[config.mk]
export PLATFORM = sky130hd
export DESIGN_NAME = fhc_ctrl
export DESIGN_NICKNAME = d
export VERILOG_FILES = /design/src/fhc_pkg.sv /design/src/fhc_ctrl.sv
export SDC_FILE = /design/constraint.sdc
export NUM_CORES = 1
export LEC_CHECK = 0
export BUFFER_PORTS_ARGS = -buffer_cell sky130_fd_sc_hd__buf_2
export CAP_MARGIN = 20
export CORE_ASPECT_RATIO = 0.6
export CORE_MARGIN = 2
export CORE_UTILIZATION = 48
export DETAILED_ROUTE_END_ITERATION = 6
export GPL_ROUTABILITY_DRIVEN = 0
export GPL_TIMING_DRIVEN = 0
export PLACE_DENSITY_LB_ADDON = 0.25
export SLEW_MARGIN = 20
export SYNTH_ARGS = -nofsm -noshare
export SYNTH_HDL_FRONTEND = slang
export SYNTH_SLANG_ARGS = --single-unit
[constraint.sdc]
create_clock -name i_mclk -period 3.4 [get_ports i_mclk]
set_input_delay 0.51 -clock i_mclk [delete_from_list [all_inputs] [get_ports i_mclk]]
set_output_delay 0.51 -clock i_mclk [all_outputs]
set_load 0.02 [all_outputs]
[src/fhc_pkg.sv]
/*
 * Shared constants of the floppy host command interface.
 * Assumes a single 250 MHz clock domain and an APB register port.
 */
package fhc_pkg;
   // -------------------------------------------------------------
   // Register map (byte addresses)
   // -------------------------------------------------------------
   localparam logic [7:0] ADDR_STATE   = 8'h00;
   localparam logic [7:0] ADDR_OPER    = 8'h04;
   localparam logic [7:0] ADDR_SKEW    = 8'h08;
   localparam logic [7:0] ADDR_TABLE   = 8'h40;
   localparam logic [7:0] ADDR_TBL_END = 8'h7C;
   // -------------------------------------------------------------
   // Command byte and command string layout
   // -------------------------------------------------------------
   localparam logic [3:0] CMD_STRING   = 4'h1;
   localparam logic [2:0] STR_OPCODE   = 3'h0;
   localparam logic [2:0] STR_STATUS   = 3'h1;
   localparam logic [2:0] STR_CYL      = 3'h2;
   localparam logic [2:0] STR_REC      = 3'h3;
   localparam logic [2:0] STR_PTR_LO   = 3'h4;
   localparam logic [2:0] STR_PTR_HI   = 3'h5;
   localparam int         PHYS_BIT     = 3;
   localparam logic [7:0] OP_MASK      = 8'hF0;
   localparam logic [3:0] OP_MAX       = 4'h5;
   localparam logic [3:0] OP_RESTORE   = 4'hF;
   localparam logic [7:0] REC_MIN      = 8'h01;
   localparam logic [7:0] REC_MAX      = 8'h1A;
   localparam logic [3:0] RETRY_MAX    = 4'hA;
   // -------------------------------------------------------------
   // Status codes written back to host memory (never zero)
   // -------------------------------------------------------------
   localparam logic [7:0] ST_OK        = 8'h01;
   localparam logic [7:0] ST_HW_FAIL   = 8'h02;
   localparam logic [7:0] ST_NOT_READY = 8'h03;
   localparam logic [7:0] ST_BAD_ARG   = 8'h04;
   // -------------------------------------------------------------
   // Head state flag
   // -------------------------------------------------------------
   localparam logic [1:0] HEAD_RAISED  = 2'h0;
   localparam logic [1:0] HEAD_LOWERED = 2'h1;
   localparam logic [1:0] HEAD_PENDING = 2'h2;
   // Default table base, value arbitrary
   localparam logic [15:0] TBL_DEFAULT = 16'h0100;
   localparam logic [15:0] TBL_STRIDE  = 16'h0010;

   typedef enum logic [2:0] {
      ST_IDLE    = 3'b000,
      ST_FETCH   = 3'b001,
      ST_CHECK   = 3'b010,
      ST_RESTORE = 3'b011,
      ST_EXEC    = 3'b100,
      ST_REPORT  = 3'b101
   } fhc_state_type;
endpackage

[src/fhc_ctrl.sv]
/*
 * Floppy host command interface: command port with host wait,
 * memory master for command strings, data and status, retry and
 * head supervision, APB register slave.
 * Assumes a disk engine beside it that performs one operation per
 * start pulse and requests data bytes while it runs.
 */
// The register offsets and the APB interface to the registers were decided locally.
// Contract
// - Host commands arrive only through the single-byte command port.
// - Strings, data and status move through this block's memory master.
// - Interrupt request rises when the non-zero status byte is written.
// - Any accepted command drops the interrupt request.
// - Unknown command codes do nothing except clear the interrupt.
// - Host waits until the command is taken and processing started.
// - Single-byte completion is shown only by readiness for the next.
// - String completion is shown by a status write into host memory.
// - Status sits at string byte one; a two-byte pointer holds it.
// - A 32-byte pointer table with defaults, writable by the host.
// - A two-byte transfer pointer sources or sinks data bytes.
// - Record index is valid only from 1 to 26.
// - Operation is the upper nibble, 0 to 5, track kind removed.
// - Errors retry up to ten times before a failure is reported (a restore error is reported at once, no retry).
// - Drive going not-ready mid-operation is fatal, no retry.
// - Head flag 0 raised, 1 lowered, 2 pending; raise after a turn (a hardware failure leaves it at 1, lowered).
// - Recovery is internal; any reported hardware error is final.
// - Drives that drop out are restored before their next use.
// - Logical and physical cylinders are kept separately.
module fhc_ctrl
   import fhc_pkg::*;
#(
   parameter int REV_CYCLES = 50000
) (
   input  wire logic        i_mclk,
   input  wire logic        i_srst,
   input  wire logic        i_psel,
   input  wire logic        i_penable,
   input  wire logic        i_pwrite,
   input  wire logic [7:0]  i_paddr,
   input  wire logic [31:0] i_pwdata,
   output logic             o_pready,
   output logic [31:0]      o_prdata,
   output logic             o_pslverr,
   input  wire logic        i_cmd_wr,
   input  wire logic [7:0]  i_cmd_data,
   output logic             o_cmd_accept,
   output logic             o_irq,
   output logic             o_dma_req,
   output logic             o_dma_we,
   output logic [15:0]      o_dma_addr,
   output logic [7:0]       o_dma_wdata,
   input  wire logic        i_dma_ack,
   input  wire logic [7:0]  i_dma_rdata,
   output logic             o_disk_start,
   output logic [3:0]       o_disk_op,
   output logic [7:0]       o_disk_cyl,
   output logic [7:0]       o_disk_rec,
   output logic             o_head_load,
   input  wire logic        i_disk_done,
   input  wire logic        i_disk_err,
   input  wire logic        i_drive_ready,
   input  wire logic        i_xfer_req,
   input  wire logic        i_xfer_we,
   input  wire logic [7:0]  i_xfer_wdata,
   output logic             o_xfer_ack,
   output logic [7:0]       o_xfer_rdata
);
   // -------------------------------------------------------------
   // State
   // -------------------------------------------------------------
   fhc_state_type state_q;
   logic [15:0]   table_q [16];
   logic [15:0]   base_q;
   logic [15:0]   status_ptr_q;
   logic [15:0]   xfer_ptr_q;
   logic [7:0]    op_code_q;
   logic          phys_q;
   logic [7:0]    log_cyl_q;
   logic [7:0]    phys_cyl_q;
   logic [7:0]    rec_q;
   logic [7:0]    skew_q;
   logic [7:0]    stat_q;
   logic [3:0]    retry_q;
   logic [2:0]    idx_q;
   logic [1:0]    head_q;
   logic          head_load_q;
   logic [31:0]   rev_cnt_q;
   logic          restore_q;
   logic          ready_q;
   logic          accept_q;
   logic          irq_q;
   logic          dma_req_q;
   logic          dma_we_q;
   logic [15:0]   dma_addr_q;
   logic [7:0]    dma_wdata_q;
   logic          start_q;
   logic [3:0]    disk_op_q;
   logic          xack_q;
   logic [7:0]    xdata_q;
   logic          pready_q;
   logic [31:0]   prdata_q;
   logic          pslverr_q;

   // Table index of an APB address
   function automatic logic [3:0] tbl_index(input logic [7:0] a);
      return a[5:2];
   endfunction

   // -------------------------------------------------------------
   // Decode
   // -------------------------------------------------------------
   wire       take_cmd  = (state_q == ST_IDLE) && i_cmd_wr && !accept_q;
   wire       cmd_str   = (i_cmd_data[7:4] == CMD_STRING);
   wire       dma_done  = dma_req_q && i_dma_ack;
   wire [3:0] op_field  = op_code_q[7:4];
   wire       bad_arg   = (op_field > OP_MAX) || (rec_q < REC_MIN)
                          || (rec_q > REC_MAX);
   wire       drop_out  = ready_q && !i_drive_ready;
   wire       rev_done  = (rev_cnt_q == 32'(REV_CYCLES - 1));
   wire       apb_acc   = i_psel && i_penable && !pready_q;
   wire       in_table  = (i_paddr >= ADDR_TABLE) && (i_paddr <= ADDR_TBL_END)
                          && (i_paddr[1:0] == 2'b00);
   wire       mapped    = in_table || (i_paddr == ADDR_STATE)
                          || (i_paddr == ADDR_OPER) || (i_paddr == ADDR_SKEW);
   wire [2:0] idx_next  = (idx_q == STR_OPCODE) ? STR_CYL : idx_q + 3'h1;
   wire [15:0] pend_ptr = table_q[i_cmd_data[3:0]];

   // Read data selection
   wire [31:0] rd_mux =
      (i_paddr == ADDR_STATE) ? {16'h0, restore_q, irq_q, head_q,
                                 retry_q, stat_q} :
      (i_paddr == ADDR_OPER)  ? {op_code_q, phys_cyl_q, log_cyl_q, rec_q} :
      (i_paddr == ADDR_SKEW)  ? {24'h0, skew_q} :
      in_table                ? {16'h0, table_q[tbl_index(i_paddr)]} :
                                32'h0;

   // -------------------------------------------------------------
   // APB slave, one wait cycle per access
   // -------------------------------------------------------------
   always_ff @(posedge i_mclk) begin
      if (i_srst) begin
         pready_q  <= 1'b0;
         prdata_q  <= 32'h0;
         pslverr_q <= 1'b0;
         skew_q    <= 8'h00;
      end else begin
         pready_q  <= apb_acc;
         pslverr_q <= apb_acc && !mapped;
         prdata_q  <= (apb_acc && !i_pwrite) ? rd_mux : 32'h0;
         if (apb_acc && i_pwrite && i_paddr == ADDR_SKEW)
            skew_q <= i_pwdata[7:0];
      end
   end

   // Pointer table with defaults, host writable
   always_ff @(posedge i_mclk) begin
      for (int i = 0; i < 16; i++) begin
         if (i_srst)
            table_q[i] <= TBL_DEFAULT + 16'(i) * TBL_STRIDE;
         else if (apb_acc && i_pwrite && in_table && tbl_index(i_paddr) == 4'(i))
            table_q[i] <= i_pwdata[15:0];
      end
   end

   // -------------------------------------------------------------
   // Command port and interrupt
   // -------------------------------------------------------------
   always_ff @(posedge i_mclk) begin
      if (i_srst) begin
         accept_q <= 1'b0;
         irq_q    <= 1'b0;
      end else begin
         accept_q <= take_cmd;
         if (state_q == ST_REPORT && dma_done)
            irq_q <= 1'b1;
         else if (take_cmd)
            irq_q <= 1'b0;
      end
   end

   // Head flag and revolution timer
   always_ff @(posedge i_mclk) begin
      if (i_srst) begin
         head_q      <= HEAD_RAISED;
         head_load_q <= 1'b0;
         rev_cnt_q   <= 32'h0;
      end else if (start_q) begin
         head_q      <= HEAD_LOWERED;
         head_load_q <= 1'b1;
         rev_cnt_q   <= 32'h0;
      end else if (state_q == ST_EXEC && (i_disk_done || drop_out)) begin
         head_q      <= HEAD_PENDING;
         head_load_q <= 1'b1;
      end else if (head_q == HEAD_PENDING) begin
         rev_cnt_q <= rev_cnt_q + 32'h1;
         if (rev_done) begin
            head_q      <= HEAD_RAISED;
            head_load_q <= 1'b0;
         end
      end
   end

   // Drive readiness tracking and restore request
   always_ff @(posedge i_mclk) begin
      if (i_srst) begin
         ready_q   <= 1'b0;
         restore_q <= 1'b1;
      end else begin
         ready_q <= i_drive_ready;
         if (!i_drive_ready)
            restore_q <= 1'b1;
         else if (state_q == ST_RESTORE && i_disk_done)
            restore_q <= 1'b0;
      end
   end

   // -------------------------------------------------------------
   // Sequencer
   // -------------------------------------------------------------
   always_ff @(posedge i_mclk) begin
      if (i_srst) begin
         state_q      <= ST_IDLE;
         base_q       <= 16'h0;
         status_ptr_q <= 16'h0;
         xfer_ptr_q   <= 16'h0;
         op_code_q    <= 8'h0;
         phys_q       <= 1'b0;
         log_cyl_q    <= 8'h0;
         phys_cyl_q   <= 8'h0;
         rec_q        <= 8'h0;
         stat_q       <= 8'h0;
         retry_q      <= 4'h0;
         idx_q        <= STR_OPCODE;
         dma_req_q    <= 1'b0;
         dma_we_q     <= 1'b0;
         dma_addr_q   <= 16'h0;
         dma_wdata_q  <= 8'h0;
         start_q      <= 1'b0;
         disk_op_q    <= 4'h0;
         xack_q       <= 1'b0;
         xdata_q      <= 8'h0;
      end else begin
         start_q <= 1'b0;
         xack_q  <= 1'b0;
         case (state_q)
            ST_IDLE: begin
               if (take_cmd && cmd_str) begin
                  base_q       <= pend_ptr;
                  status_ptr_q <= pend_ptr + 16'(STR_STATUS);
                  idx_q        <= STR_OPCODE;
                  retry_q      <= 4'h0;
                  dma_req_q    <= 1'b1;
                  dma_we_q     <= 1'b0;
                  dma_addr_q   <= pend_ptr;
                  state_q      <= ST_FETCH;
               end
            end
            ST_FETCH: begin
               if (dma_done) begin
                  case (idx_q)
                     STR_OPCODE: begin
                        op_code_q <= i_dma_rdata & OP_MASK;
                        phys_q    <= i_dma_rdata[PHYS_BIT];
                     end
                     STR_CYL:    log_cyl_q <= i_dma_rdata;
                     STR_REC:    rec_q <= i_dma_rdata;
                     STR_PTR_LO: xfer_ptr_q[7:0] <= i_dma_rdata;
                     default:    xfer_ptr_q[15:8] <= i_dma_rdata;
                  endcase
                  idx_q      <= idx_next;
                  dma_addr_q <= base_q + 16'(idx_next);
                  if (idx_q == STR_PTR_HI) begin
                     dma_req_q <= 1'b0;
                     state_q   <= ST_CHECK;
                  end
               end
            end
            ST_CHECK: begin
               phys_cyl_q <= phys_q ? log_cyl_q : log_cyl_q + skew_q;
               if (bad_arg) begin
                  stat_q  <= ST_BAD_ARG;
                  state_q <= ST_REPORT;
               end else if (!i_drive_ready) begin
                  stat_q  <= ST_NOT_READY;
                  state_q <= ST_REPORT;
               end else if (restore_q) begin
                  disk_op_q <= OP_RESTORE;
                  start_q   <= 1'b1;
                  state_q   <= ST_RESTORE;
               end else begin
                  disk_op_q <= op_field;
                  start_q   <= 1'b1;
                  state_q   <= ST_EXEC;
               end
            end
            ST_RESTORE: begin
               if (i_disk_err || !i_drive_ready) begin
                  stat_q  <= ST_HW_FAIL;
                  state_q <= ST_REPORT;
               end else if (i_disk_done) begin
                  disk_op_q <= op_field;
                  start_q   <= 1'b1;
                  state_q   <= ST_EXEC;
               end
            end
            ST_EXEC: begin
               if (dma_done) begin
                  dma_req_q  <= 1'b0;
                  xack_q     <= 1'b1;
                  xdata_q    <= i_dma_rdata;
                  xfer_ptr_q <= xfer_ptr_q + 16'h1;
               end else if (!dma_req_q && !xack_q && i_xfer_req) begin
                  dma_req_q   <= 1'b1;
                  dma_we_q    <= i_xfer_we;
                  dma_addr_q  <= xfer_ptr_q;
                  dma_wdata_q <= i_xfer_wdata;
               end
               if (drop_out) begin
                  stat_q  <= ST_NOT_READY;
                  state_q <= ST_REPORT;
               end else if (i_disk_err) begin
                  if (retry_q == RETRY_MAX) begin
                     stat_q  <= ST_HW_FAIL;
                     state_q <= ST_REPORT;
                  end else begin
                     retry_q <= retry_q + 4'h1;
                     start_q <= 1'b1;
                  end
               end else if (i_disk_done) begin
                  stat_q  <= ST_OK;
                  state_q <= ST_REPORT;
               end
            end
            ST_REPORT: begin
               if (dma_done) begin
                  dma_req_q <= 1'b0;
                  state_q   <= ST_IDLE;
               end else if (!dma_req_q) begin
                  dma_req_q   <= 1'b1;
                  dma_we_q    <= 1'b1;
                  dma_addr_q  <= status_ptr_q;
                  dma_wdata_q <= stat_q;
               end
            end
            default: state_q <= ST_IDLE;
         endcase
      end
   end

   // -------------------------------------------------------------
   // Outputs
   // -------------------------------------------------------------
   assign o_pready     = pready_q;
   assign o_prdata     = prdata_q;
   assign o_pslverr    = pslverr_q;
   assign o_cmd_accept = accept_q;
   assign o_irq        = irq_q;
   assign o_dma_req    = dma_req_q;
   assign o_dma_we     = dma_we_q;
   assign o_dma_addr   = dma_addr_q;
   assign o_dma_wdata  = dma_wdata_q;
   assign o_disk_start = start_q;
   assign o_disk_op    = disk_op_q;
   assign o_disk_cyl   = phys_cyl_q;
   assign o_disk_rec   = rec_q;
   assign o_head_load  = head_load_q;
   assign o_xfer_ack   = xack_q;
   assign o_xfer_rdata = xdata_q;
endmodule // fhc_ctrl

==> qor.yml <==
status: "finished, violations left"
failed_checks: "negative setup slack"
io_pins: 169
first_iter_violations: 3516
synthCells: 2108
max_slew.worst_pin.slew_ps: 1185
via_per_inst: 6.647
drive_above_1_share_pct: 17.64
crit_type: "in2reg"
grt_usage_pct: 33.00
critical-path-top-delay-family: "buffers and inverters"
die-area_sq_um: 51470
hpwlAfterDp_mm: 64.03
initial_core_util_pct: 48.41
setup_viol: 6
clk_latency_ps: 570
synthTopCellsByArea: "edfxtp_1, dfxtp_1, mux4_2"
wl_mm: 86.22
cts_tree: "yes"
overflow: 0
num_rows: 63
fmax_mhz: 293.0
start_kind: "primary input"
yosysWarnings: 0
critPathArrivalTime_ps: 3730
dieWidth_um: 291.5
p_leak_nw: 9.689
cts-root-buf: "clkbuf_16"
final_nets: 2406
wl_per_cell_um: 28.81
syn_area_per_cell_sq_um: 11.30
vias: 19894
final_util_pct: 55.00
clkSinkCount: 463
slowest_stage: "clkbuf_1"
timing.max_cap.violations: 0
antenna_found_initial: 2
yosysSeqAreaShare_pct: 49.68
p_per_area_nw_per_um2: 455.3
hold_violations: 0
synth_seq_cells: 463
critPathBufInv: 4
crit_chain: "clkbuf_1 > clkbuf_1 > inv_1 > nand3_1 > nor2_1 > clkbuf_2 > and2_1"
ant_nets: 0
route.detailed.drc: 0
cts.reportedPaths.clkPinSlew_ps: 70
end_kind: "register"
dr.pass1.iters: 7
crit_top_cell: "clkbuf_1"
yosysTopAreaCell: "edfxtp_1"
min_path_type: "in2reg"
report.final.slew_viol_count: 0
timing.final.crit_share_pct: 100.4
core-area_sq_um: 49190
h-tree-depth: 2
fin_ws_ps: -12.67
min_period_ps: 3413
synth_cell_type_count: 80
clk_path_buf_depth: 3
power_mw: 12.32
grt_pass1_wl_mm: 124.1
skew_ps: 19.66
grt_pass1_vias: 18657
numCtsBuffers: 44
netlist.area_leader.share_pct: 32.28
synthFlopType: "edfxtp_1"
synth-edff-count: 256
area_growth_pct: 13.61
portBuffers: 147
maxSlewHeadroom_pct: 21.01
grt_max_degree: 17
syn-cell-area_sq_um: 23810
required_ps: 3720
grt_setup_unrepaired: "false"
pre_cts_slack_ps: -940.0
die-height_um: 176.5
ys_async_sr_fraction_pct: 0
cp_slowest_stage_delay_ps: 700
ir_drop_mv: 0.4126
crit_path_max_fanout: 10
[through the flow]
step | hold WS [ps] | cell area (sq um) | instances | setup TNS [ps]
2_1_floorplan | 424.5 | 23820 | 2111 | 0
3_3_place_gp | 437.3 | 25370 | 2908 | -168640
3_5_place_dp | 446.7 | 25430 | 2909 | -114940
4_1_cts | 194.4 | 26970 | 2992 | 0
5_1_grt | 205.9 | 27050 | 2992 | 0
6_report | 200.6 | 27050 | 2993 | -36.61
[placed cells by master (no fill, tap or decap), types with 34 or more instances in the layout]
cell type / count
a21oi_1: 103
mux2i_1: 52
clkbuf_16: 45
or3_1: 66
clkbuf_1: 112
nand2_1: 165
dfxtp_1: 205
o21ai_0: 49
edfxtp_1: 256
nand3_1: 54
nor3_1: 42
mux4_2: 108
inv_1: 34
nor2_1: 193
buf_2: 159
and2_1: 223
[area by class of cell]
type,instances,area [sq um]
Sequential cell,463,11840
Antenna cell,2,5.005
Tap cell,650,813.3
Clock buffer,50,1165
Clock inverter,30,272.8
Multi-Input combinational cell,1456,11260
Fill cell,4220,22130
Timing Repair Buffer,152,795.8
Inverter,36,135.1
Buffer,154,773.2
[where the power goes]
part           leakage, nW  total, mW  internal, mW  switching [mW]
Clock                0.707       5.08          2.78            2.30
Combinational         4.84       1.17         0.397           0.774
Sequential            4.14       6.07          6.00          0.0656
[per-layer routing]
| layer | track usage, % | part of all wire (%) |
|---|---|---|
| met1 | 48.74 | 41 |
| met2 | 44.30 | 39 |
| met3 | 13.05 | 17 |
| met4 | 9.493 | 3.3 |
| met5 | 0 | 0 |
[cells in the mapped netlist, types with 12 or more instances]
cell and instances:
xnor2_1 20, clkbuf_1 115, nand2_1 166, inv_1 34, nor4_1 13, a221oi_1 16, a22oi_1 32, a211oi_1 14
nor3_1 43, mux4_2 108, nand4_1 12, or3_1 66, edfxtp_1 256, a21oi_1 103, and2_1 224, mux2i_1 52
and3_1 17, dfxtp_1 207, a21o_1 14, nor2b_1 14, nand3_1 54, mux4_1 28, a222oi_1 15, o21ai_0 52
ha_1 21, nor2_1 199, buf_1 17, xor2_1 28
[final timing paths]
kind                                      start              to  slack (ps)  depth (start not counted)
worst max-delay path                 i_paddr[3]   table_q[9][1]         -10                          7
worst min-delay path            i_xfer_wdata[4]  o_dma_wdata[4]         200                          3
worst max register to register         idx_q[0]  o_dma_addr[10]          50                         14
worst min register to register   o_dma_wdata[4]  o_dma_wdata[4]         460                          2
[worst min-delay path: cells and delay by family]
family                 cells  cell delay, ps
buffers and inverters      1             100
and+or+nand+nor            1              60
AOI/OAI and AO/OA          1              60
[kinds of logic after synthesis]
| family | count (synthesis) | synth area share, % |
|---|---|---|
| compound gates | 335 | 9.442 |
| xor+xnor | 48 | 1.765 |
| fa+ha+maj | 23 | 1.272 |
| buf+inv | 192 | 3.762 |
| flops | 463 | 49.68 |
| mux | 190 | 15.58 |
| other cells | 1 | 0.01575 |
| simple gates | 856 | 18.47 |
[repair_timing]
action | in CTS | in global routing
hold buffers | 0 | 0
pin swaps | 7 | 3
resized for setup | 17 | 20
endpoints found under the setup margin | 64 | 106
setup buffers | 4 | 0
[sequential cells by signal, summed over array words and instances (netlist names), 16 cells and up]
| signal | cells |
|---|---|
| rev_cnt_q | 32 |
| status_ptr_q | 16 |
| o_dma_addr | 16 |
| base_q | 16 |
| table_q | 256 |
| o_prdata | 28 |
| xfer_ptr_q | 16 |
No activity file was read; power rests on OpenSTA's default activity.
